===== config.mk =====
export PLATFORM = sky130hd
export DESIGN_NAME = acsc_top
export DESIGN_NICKNAME = d
export VERILOG_FILES = /design/src/acsc_pkg.sv /design/src/acsc_edge_detect.sv /design/src/acsc_conv_seq.sv /design/src/acsc_top.sv
export SDC_FILE = /design/constraint.sdc
export NUM_CORES = 1
export LEC_CHECK = 0
export BUFFER_PORTS_ARGS = -buffer_cell sky130_fd_sc_hd__buf_2
export CELL_PAD_IN_SITES_DETAIL_PLACEMENT = 0
export CELL_PAD_IN_SITES_GLOBAL_PLACEMENT = 1
export CORE_MARGIN = 2
export CORE_UTILIZATION = 42
export CTS_CLUSTER_SIZE = 24
export DETAILED_ROUTE_END_ITERATION = 16
export HOLD_SLACK_MARGIN = 0.06
export MAX_ROUTING_LAYER = met4
export PLACE_DENSITY_LB_ADDON = 0.3
export RECOVER_POWER = 25
export SLEW_MARGIN = 20
export SYNTH_ARGS = -nofsm -noshare
export SYNTH_HDL_FRONTEND = slang
export SYNTH_SLANG_ARGS = --single-unit

===== constraint.sdc =====
create_clock -name aclk -period 5.45 [get_ports aclk]
set_clock_uncertainty 0.05 [all_clocks]
set_input_delay 0.2725 -clock aclk [delete_from_list [all_inputs] [get_ports aclk]]
set_output_delay 0.2725 -clock aclk [all_outputs]
set_load 0.05 [all_outputs]

===== src/acsc_pkg.sv =====
// constants for the converter start control block
// assumes a 32-bit axi4-lite slave port and a 50 MHz aclk
package acsc_pkg;
  localparam logic [31:0] CTRL_ADDR = 32'he0034000;
  localparam logic [31:0] GDR_ADDR = 32'he0034004;
  localparam logic [31:0] CTRL_RESET = 32'h00000000;
  // used bits 19:0, 21, 27:24; reserved bits read zero
  localparam logic [31:0] CTRL_USED_MASK = 32'h0f2fffff;
  localparam int SEL_LSB = 0;
  localparam int DIV_LSB = 8;
  localparam int BURST_BIT = 16;
  localparam int LEN_LSB = 17;
  localparam int PWR_BIT = 21;
  localparam int SRC_LSB = 24;
  localparam int EDGE_BIT = 27;
  localparam int RES_LSB = 6;
  localparam int OVR_BIT = 30;
  localparam int DONE_BIT = 31;
  localparam logic [3:0] FULL_CLOCKS = 4'hb;
  localparam logic [3:0] FULL_BITS = 4'ha;
  localparam logic [2:0] SRC_NONE = 3'h0;
  localparam logic [2:0] SRC_NOW = 3'h1;
  localparam logic [2:0] SRC_FIRST_EDGE = 3'h2;
  localparam int NUM_EDGE_SRC = 6;
  localparam logic [1:0] RESP_OKAY = 2'h0;
  localparam logic [1:0] RESP_SLVERR = 2'h2;
endpackage : acsc_pkg


===== src/acsc_edge_detect.sv =====
// two-flop synchronisers and edge detection for the start signals
// assumes start signals may be asynchronous to aclk
`timescale 1ns/10ps
module acsc_edge_detect #(
  parameter int N = 6
) (
  input wire logic aclk,
  input wire logic aresetn,
  input wire logic [N-1:0] sig_in,
  input wire logic falling,
  output logic [N-1:0] edge_hit
);
  logic [N-1:0] meta;
  logic [N-1:0] sync;
  logic [N-1:0] prev;

  always_ff @(posedge aclk)
  begin
    if (!aresetn)
    begin
      meta <= '0;
      sync <= '0;
      prev <= '0;
    end
    else
    begin
      meta <= sig_in;
      sync <= meta;
      prev <= sync;
    end
  end

  // detect per line, so a change of selection makes no false edge
  genvar i;
  generate
    for (i = 0; i < N; i++)
    begin : g_edge
      assign edge_hit[i] = falling ? (prev[i] & ~sync[i]) : (~prev[i] & sync[i]);
    end
  endgenerate
endmodule : acsc_edge_detect


===== src/acsc_conv_seq.sv =====
// converter clock divider and conversion timing sequencer
// assumes core samples on conv_tick while busy
`timescale 1ns/10ps
module acsc_conv_seq (
  input wire logic aclk,
  input wire logic aresetn,
  input wire logic power_on,
  input wire logic start,
  input wire logic repeat_run,
  input wire logic [7:0] clk_div,
  input wire logic [3:0] conv_clocks,
  output logic conv_tick,
  output logic busy,
  output logic done
);
  logic [7:0] div_cnt;
  logic [3:0] clk_cnt;
  logic last_clock;

  assign conv_tick = power_on && (div_cnt == clk_div);
  assign last_clock = busy && conv_tick && (clk_cnt == conv_clocks - 4'h1);

  always_ff @(posedge aclk)
  begin
    if (!aresetn || !power_on)
      div_cnt <= 8'h00;
    else if (conv_tick)
      div_cnt <= 8'h00;
    else
      div_cnt <= div_cnt + 8'h01;
  end

  // powered down holds the core idle
  always_ff @(posedge aclk)
  begin
    if (!aresetn || !power_on)
    begin
      busy <= 1'b0;
      clk_cnt <= 4'h0;
      done <= 1'b0;
    end
    else
    begin
      done <= last_clock;
      if (start || (!busy && repeat_run))
      begin
        busy <= 1'b1;
        clk_cnt <= 4'h0;
      end
      else if (last_clock)
      begin
        busy <= repeat_run;
        clk_cnt <= 4'h0;
      end
      else if (busy && conv_tick)
        clk_cnt <= clk_cnt + 4'h1;
    end
  end
endmodule : acsc_conv_seq


===== src/acsc_top.sv =====
// converter start control: control register, start selection, done flag
// assumes an axi4-lite master, one write and one read in flight at most
// Overview of operation
// - three-bit length field, bits 19:17, resets zero
// - code 0 gives 11 clocks/10 bits, down to 4/3
// - bit 21 powers converter; zero powers down
// - source code 000 starts nothing without burst
// - source field 26:24 used without burst; 001 starts now
// - code 010 starts on shared interrupt pin edge
// - code 011 starts on port 0 pin 22 edge
// - codes 100/101 use timer 0 matches 1/3
// - codes 110/111 use timer 1 matches 0/1
// - edge bit 27 only matters for 010-111
// - edge bit one falling, zero rising
// - burst needs source 000 or nothing starts
// - without burst every conversion takes 11 clocks
// - converter clock is aclk over divider plus one
// - done flag set on finish, cleared by result register read or control write
`timescale 1ns/10ps
module acsc_top (
  input wire logic aclk,
  input wire logic aresetn,
  input wire logic [31:0] s_axi_awaddr,
  input wire logic s_axi_awvalid,
  output logic s_axi_awready,
  input wire logic [31:0] s_axi_wdata,
  input wire logic [3:0] s_axi_wstrb,
  input wire logic s_axi_wvalid,
  output logic s_axi_wready,
  output logic [1:0] s_axi_bresp,
  output logic s_axi_bvalid,
  input wire logic s_axi_bready,
  input wire logic [31:0] s_axi_araddr,
  input wire logic s_axi_arvalid,
  output logic s_axi_arready,
  output logic [31:0] s_axi_rdata,
  output logic [1:0] s_axi_rresp,
  output logic s_axi_rvalid,
  input wire logic s_axi_rready,
  input wire logic shared_interrupt_start_pin,
  input wire logic port0_pin22_start,
  input wire logic timer0_match1_out,
  input wire logic timer0_match3_out,
  input wire logic timer1_match0_out,
  input wire logic timer1_match1_out,
  input wire logic [9:0] core_result,
  output logic converter_power_on,
  output logic conv_start,
  output logic conv_tick,
  output logic conv_busy,
  output logic [3:0] conv_clocks,
  output logic [3:0] result_bits,
  output logic [7:0] channel_select
);
  logic [31:0] converter_control;
  logic [31:0] aw_addr;
  logic aw_full;
  logic [31:0] w_data;
  logic [3:0] w_strb;
  logic w_full;
  logic done;
  logic overrun;
  logic [9:0] result;
  logic seq_done;

  // write channel: address and data taken in either order
  wire aw_hs = s_axi_awvalid && s_axi_awready;
  wire w_hs = s_axi_wvalid && s_axi_wready;
  wire aw_have = aw_full || aw_hs;
  wire w_have = w_full || w_hs;
  wire do_write = aw_have && w_have && !s_axi_bvalid;
  wire [31:0] wr_addr = aw_full ? aw_addr : s_axi_awaddr;
  wire [31:0] wr_data = w_full ? w_data : s_axi_wdata;
  wire [3:0] wr_strb = w_full ? w_strb : s_axi_wstrb;
  wire ctrl_wr = do_write && (wr_addr == acsc_pkg::CTRL_ADDR);
  wire wr_mapped = (wr_addr == acsc_pkg::CTRL_ADDR);

  assign s_axi_awready = !aw_full && !s_axi_bvalid;
  assign s_axi_wready = !w_full && !s_axi_bvalid;

  function automatic logic [31:0] strb_mask(input logic [3:0] strb);
    strb_mask = {{8{strb[3]}}, {8{strb[2]}}, {8{strb[1]}}, {8{strb[0]}}};
  endfunction : strb_mask

  wire [31:0] wmask = strb_mask(wr_strb) & acsc_pkg::CTRL_USED_MASK;
  wire [31:0] next_ctrl = (converter_control & ~wmask) | (wr_data & wmask);

  always_ff @(posedge aclk)
  begin
    if (!aresetn)
    begin
      aw_full <= 1'b0;
      aw_addr <= 32'h00000000;
    end
    else if (do_write)
      aw_full <= 1'b0;
    else if (aw_hs)
    begin
      aw_full <= 1'b1;
      aw_addr <= s_axi_awaddr;
    end
  end

  always_ff @(posedge aclk)
  begin
    if (!aresetn)
    begin
      w_full <= 1'b0;
      w_data <= 32'h00000000;
      w_strb <= 4'h0;
    end
    else if (do_write)
      w_full <= 1'b0;
    else if (w_hs)
    begin
      w_full <= 1'b1;
      w_data <= s_axi_wdata;
      w_strb <= s_axi_wstrb;
    end
  end

  always_ff @(posedge aclk)
  begin
    if (!aresetn)
    begin
      s_axi_bvalid <= 1'b0;
      s_axi_bresp <= acsc_pkg::RESP_OKAY;
    end
    else if (do_write)
    begin
      s_axi_bvalid <= 1'b1;
      s_axi_bresp <= wr_mapped ? acsc_pkg::RESP_OKAY : acsc_pkg::RESP_SLVERR;
    end
    else if (s_axi_bready)
      s_axi_bvalid <= 1'b0;
  end

  // control register; reserved bits never stored
  always_ff @(posedge aclk)
  begin
    if (!aresetn)
      converter_control <= acsc_pkg::CTRL_RESET;
    else if (ctrl_wr)
      converter_control <= next_ctrl;
  end

  // field views
  wire burst_on = converter_control[acsc_pkg::BURST_BIT];
  wire [2:0] len_sel = converter_control[acsc_pkg::LEN_LSB +: 3];
  wire [2:0] start_src = converter_control[acsc_pkg::SRC_LSB +: 3];
  wire falling_sel = converter_control[acsc_pkg::EDGE_BIT];
  wire [7:0] clk_div = converter_control[acsc_pkg::DIV_LSB +: 8];
  wire power_on = converter_control[acsc_pkg::PWR_BIT];

  assign converter_power_on = power_on;
  assign channel_select = converter_control[acsc_pkg::SEL_LSB +: 8];
  // burst shortens the conversion; software mode is always full length
  assign conv_clocks = burst_on ? (acsc_pkg::FULL_CLOCKS - {1'b0, len_sel})
                                : acsc_pkg::FULL_CLOCKS;
  assign result_bits = burst_on ? (acsc_pkg::FULL_BITS - {1'b0, len_sel})
                                : acsc_pkg::FULL_BITS;

  // start selection
  wire [2:0] next_src = next_ctrl[acsc_pkg::SRC_LSB +: 3];
  wire next_pwr = next_ctrl[acsc_pkg::PWR_BIT];
  wire next_burst = next_ctrl[acsc_pkg::BURST_BIT];
  wire start_now = ctrl_wr && next_pwr && !next_burst
                   && (next_src == acsc_pkg::SRC_NOW);
  wire [acsc_pkg::NUM_EDGE_SRC-1:0] start_lines = {timer1_match1_out,
    timer1_match0_out, timer0_match3_out, timer0_match1_out,
    port0_pin22_start, shared_interrupt_start_pin};
  wire [acsc_pkg::NUM_EDGE_SRC-1:0] edge_hit;
  wire edge_mode = (start_src >= acsc_pkg::SRC_FIRST_EDGE);
  wire [2:0] edge_idx = start_src - acsc_pkg::SRC_FIRST_EDGE;
  wire sel_edge = edge_mode && edge_hit[edge_idx];
  // a write in the same cycle wins; the edge belongs to old settings
  wire edge_start = sel_edge && power_on && !burst_on && !ctrl_wr;
  wire burst_run = burst_on && power_on
                   && (start_src == acsc_pkg::SRC_NONE);

  acsc_edge_detect #(
    .N(acsc_pkg::NUM_EDGE_SRC)
  ) u_edge (
    .aclk(aclk),
    .aresetn(aresetn),
    .sig_in(start_lines),
    .falling(falling_sel),
    .edge_hit(edge_hit)
  );

  always_ff @(posedge aclk)
  begin
    if (!aresetn)
      conv_start <= 1'b0;
    else
      conv_start <= start_now || edge_start;
  end

  acsc_conv_seq u_seq (
    .aclk(aclk),
    .aresetn(aresetn),
    .power_on(power_on),
    .start(conv_start),
    .repeat_run(burst_run),
    .clk_div(clk_div),
    .conv_clocks(conv_clocks),
    .conv_tick(conv_tick),
    .busy(conv_busy),
    .done(seq_done)
  );

  // read channel
  wire ar_hs = s_axi_arvalid && s_axi_arready;
  wire rd_ctrl = (s_axi_araddr == acsc_pkg::CTRL_ADDR);
  wire rd_gdr = (s_axi_araddr == acsc_pkg::GDR_ADDR);
  wire gdr_read = ar_hs && rd_gdr;
  // channel field and reserved bits read zero
  wire [31:0] gdr_value = {done, overrun, 14'h0000, result, 6'h00};
  wire [31:0] rd_value = rd_ctrl ? converter_control : (rd_gdr ? gdr_value : 32'h00000000);

  assign s_axi_arready = !s_axi_rvalid;

  always_ff @(posedge aclk)
  begin
    if (!aresetn)
    begin
      s_axi_rvalid <= 1'b0;
      s_axi_rdata <= 32'h00000000;
      s_axi_rresp <= acsc_pkg::RESP_OKAY;
    end
    else if (ar_hs)
    begin
      s_axi_rvalid <= 1'b1;
      s_axi_rdata <= rd_value;
      s_axi_rresp <= (rd_ctrl || rd_gdr) ? acsc_pkg::RESP_OKAY : acsc_pkg::RESP_SLVERR;
    end
    else if (s_axi_rready)
      s_axi_rvalid <= 1'b0;
  end

  // completion flag: a finish in the clearing cycle still sets it
  wire done_clr = gdr_read || ctrl_wr;
  wire next_done = seq_done || (done && !done_clr);
  wire next_overrun = (seq_done && done && burst_on) || (overrun && !gdr_read);

  always_ff @(posedge aclk)
  begin
    if (!aresetn)
    begin
      done <= 1'b0;
      overrun <= 1'b0;
      result <= 10'h000;
    end
    else
    begin
      done <= next_done;
      overrun <= next_overrun;
      if (seq_done)
        result <= core_result;
    end
  end
endmodule : acsc_top


==> out/results.md <==
| Group | Metric | This run |
| --- | --- | --- |
| grt | Largest net degree at the start of global routing | 89 |
| worst setup path | Maximum fanout count along the critical path | 88 |
| timing | Fraction of the cycle the final worst path needs | 53.67% |
| worst setup path | Capturing element type of the critical path | flop |
| timing | Time the final worst path needs with I/O delays and setup | 2.925 ns |
| hold path | Class of the tightest hold or removal check | in2reg |
| yosys | Area fraction of the dominant cell type after synthesis | 46.17% |
| yosys | Library cell with the highest instance count after synthesis | dfxtp_1 |
| clocking | Library cell used as clock root buffer | clkbuf_16 |
| clocking | Clock tree from TritonCTS | built |
| grt | Vias in the first global route | 5939 |
| worst setup path | Buffers & Inverters on Critical Path | 3 |
| clocking | Post-CTS Setup Bufs | 0 |
| timing | Total Negative Setup Slacks | 0 ns |
| worst setup path | CP Data Required Time | 5.77 ns |
| worst setup path | Register-to-Register Setup Slack | 2.87 ns |
| place | Minimum setup slack after placement | 2.864 ns |
| routing | Aggregate routed wire length | 18.73 mm |
| place | Final HPWL DP | 12.46 mm |
| pwr | LEAKAGE | 3.590 nW |
| clocking | H-Tree Depth | 4 |
| routing | Pre-antenna DRT Iters | 7 |
| yosys | Share of flip-flops with an asynchronous set or reset | 0% |
| floorplanning | X dimension of the die | 134.1 um |
| worst setup path | Family of cells with the greatest summed delay on the critical path | buffers and inverters |
| yosys | Most frequent cells after synthesis | dfxtp_1, nand2_1, a21oi_1 |
| timing | Setup violation total in the final timing report | 0 |
| floorplanning | Standard-cell rows | 47 |
| routing | DR vias | 6401 |
| pwr | VDD IR-drop max | 0.2563 mV |
| grt | Total global routing track utilization | 21.47% |
| floorplanning | Full die area | 0.01799 mm2 |
| worst setup path | Cell with the biggest individual delay on the critical path | clkbuf_1 |
| yosys | Cell types with the largest area share after synthesis | dfxtp_1, nand2_1, a21oi_1 |
| floorplanning | Core area | 0.01658 mm2 |
| floorplanning | Height of the chip | 134.1 um |
| place | Global placement routability congestion | 0.8184 |
| timing | Number of slew-limit violations in the final report | 0 |
| timing | Relative slew margins | 10.20% |
| grt | Initial antenna violation count | 1 |
| worst setup path | Delay of the slowest cell on the worst path | 0.96 ns |
| finish | Layout-stage area growth over the synthesis result | 31.48% |
| routing | Final routed DRC violation total | 0 |
| flow run | Max capacitance violation total | 0 |
| clocking | Number of CTS-inserted buffers | 17 |
| worst setup path | Worst path cell trace | clkbuf_1 > clkinv_2 > buf_4 > a41oi_1 > o21a_1 |
| routing | DRT iter0 DRCs | 289 |
| clocking | CTS sink cnt | 164 |
| yosys | Cell Area, Synth | 0.007111 mm2 |
| yosys | Syn. warnings | 0 |
| routing | Wire per inst | 14.99 um |
| timing | RSZ-0062 raised after global routing | no |
| timing | Count of final hold-check violations | 0 |
| floorplanning | Top-level I/O count | 184 |
| worst setup path | Worst setup path category | in2reg |
| yosys | Post-synthesis sequential area ratio | 46.17% |
| place | I/O Buffers | 169 |
| yosys | Syn avg cell area | 8.811 um2 |
| clocking | Latest clock arrival within the worst-skew pair | 0.43 ns |
| worst setup path | Crit start category | primary input |
| yosys | Largest area contributor in the netlist | dfxtp_1 |
| floorplanning | Starting density of the core | 42.88% |
| clocking | Maximum clock path buffer count | 2 |
| finish | Fillcell total | 1587 |
| routing | DR vias/cell | 5.125 |
| timing | Slew @ Worst Pin | 1.347 ns |
| yosys | Number of enable-type register cells in the synthesized netlist | 0 |
| routing | Antenna viol nets, final | 0 |
| timing | Max frequency | 341.9 MHz |
| grt | Global-route wire length before repair | 30.10 mm |
| yosys | Number of cells produced by synthesis | 807 |
| clocking | Clock slew seen by the registers of the worst setup and hold paths | 0.06 ns |
| yosys | #FFs+latches synth | 164 |
| grt | Overflow after GRT | 0 |
| yosys | Count of cell types in the netlist | 62 |
| pwr | PD cells | 306.0 mW/mm2 |
| yosys | Commonest register cell after synthesis | dfxtp_1 |
| worst setup path | Crit path DAT | 3.24 ns |
| finish | Final-stage net count | 1143 |
| finish | Fraction of layout cells with a size suffix above 1 | 20.14% |
| timing | Final worst-path setup slack | 2.525 ns |
| run status | Run status | finished, final reports clean |
[logic make-up (layout without fill, tap and decap cells)]
group,Yosys count,after routing,share of synthesized area [%]
AOI/OAI and AO/OA,180,180,17.28
buffers and inverters,76,291,4.962
muxes,42,42,6.211
DFF,164,164,46.17
other,1,8,0.05274
adders and majority gates,5,5,0.8798
and+or+nand+nor,318,318,21.85
xor gates and xnor gates,21,21,2.587
[per-layer routing]
metal | GRT usage [%] | part of all wire (%)
met4 | 6.667 | 1.5
met1 | 27.55 | 47
met5 | - | 0
met3 | 3.968 | 5.3
met2 | 34.56 | 46
[power breakdown]
part	total (mW)	switching [mW]	leakage [nW]	internal [mW]
Clock	1.32	0.501	0.310	0.816
Sequential	1.25	0.0242	1.33	1.23
Combinational	0.288	0.165	1.95	0.123
[placed cells by master, fill, tap and decap left out, drive strengths merged, types with 4 or more instances in the layout]
cell type and instances:
dfxtp 164, nand2 150, buf 147, a21oi 73, dlygate4sd3 72, nor2 61
clkbuf 46, mux2i 28, a22oi 25, a41oi 20, and2 20, xnor2 17
o22ai 17, o21a 17, nor4 15, mux2 14, nor3 13, nand3 11
inv 11, nand2b 7, conb 7, or3 7, clkinv 7, o21ai 7
nand4 6, nor4bb 6, and3b 6, ha 5, bufinv 5, and3 4
xor2 4, a311oi 4
[worst reg2reg max path, delay by kind of cell, from the launching register on]
kind             cells  cell delay [ns]
multiplexers         1             0.35
AND/OR/NAND/NOR      3             1.14
flip-flops           1             0.93
[stage by stage]
step | hold slack, ns | instances | cell area (um2) | util [%] | power (mW)
finish | 0.06082 | 1249 | 9349 | 56.38 | 2.861
global route | 0.07006 | 1249 | 9349 | 56.38 | 2.956
CTS | 0.06022 | 1248 | 9380 | 56.56 | 2.883
detailed placement | 0.3679 | 1144 | 8004 | 48.26 | 1.530
global placement | 0.3632 | 1144 | 8004 | 48.26 | 1.528
floorplan | 0.3226 | 813 | 7133 | - | 1.443
[timing repair]
action	CTS	global route
endpoints found under the hold margin	72	0
hold buffers	72	0
gates resized for setup	0	0
[final cells by class]
cell class | count | area, um2 | share of cell area, %
Multi-Input combinational cell | 573 | 3507 | 37.51
Sequential cell | 164 | 3283 | 35.12
Timing Repair Buffer | 248 | 1583 | 16.93
Clock buffer | 17 | 425.4 | 4.550
Tap cell | 220 | 275.3 | 2.944
Clock inverter | 15 | 230.2 | 2.463
Inverter | 11 | 42.54 | 0.4550
Antenna cell | 1 | 2.502 | 0.02677
[path summary, 6_finish.rpt]
| path | start | endpoint | depth (start not counted) |
|---|---|---|---|
| worst max-delay path | aresetn | flop | 5 |
| worst min-delay path | s_axi_wdata[6] | w_data[6] | 3 |
| worst max register to register | w_full | converter_control[21] | 4 |
| worst min register to register | u_edge.meta[3] | u_edge.sync[3] | 1 |
Power figures use the tool's default switching activity.
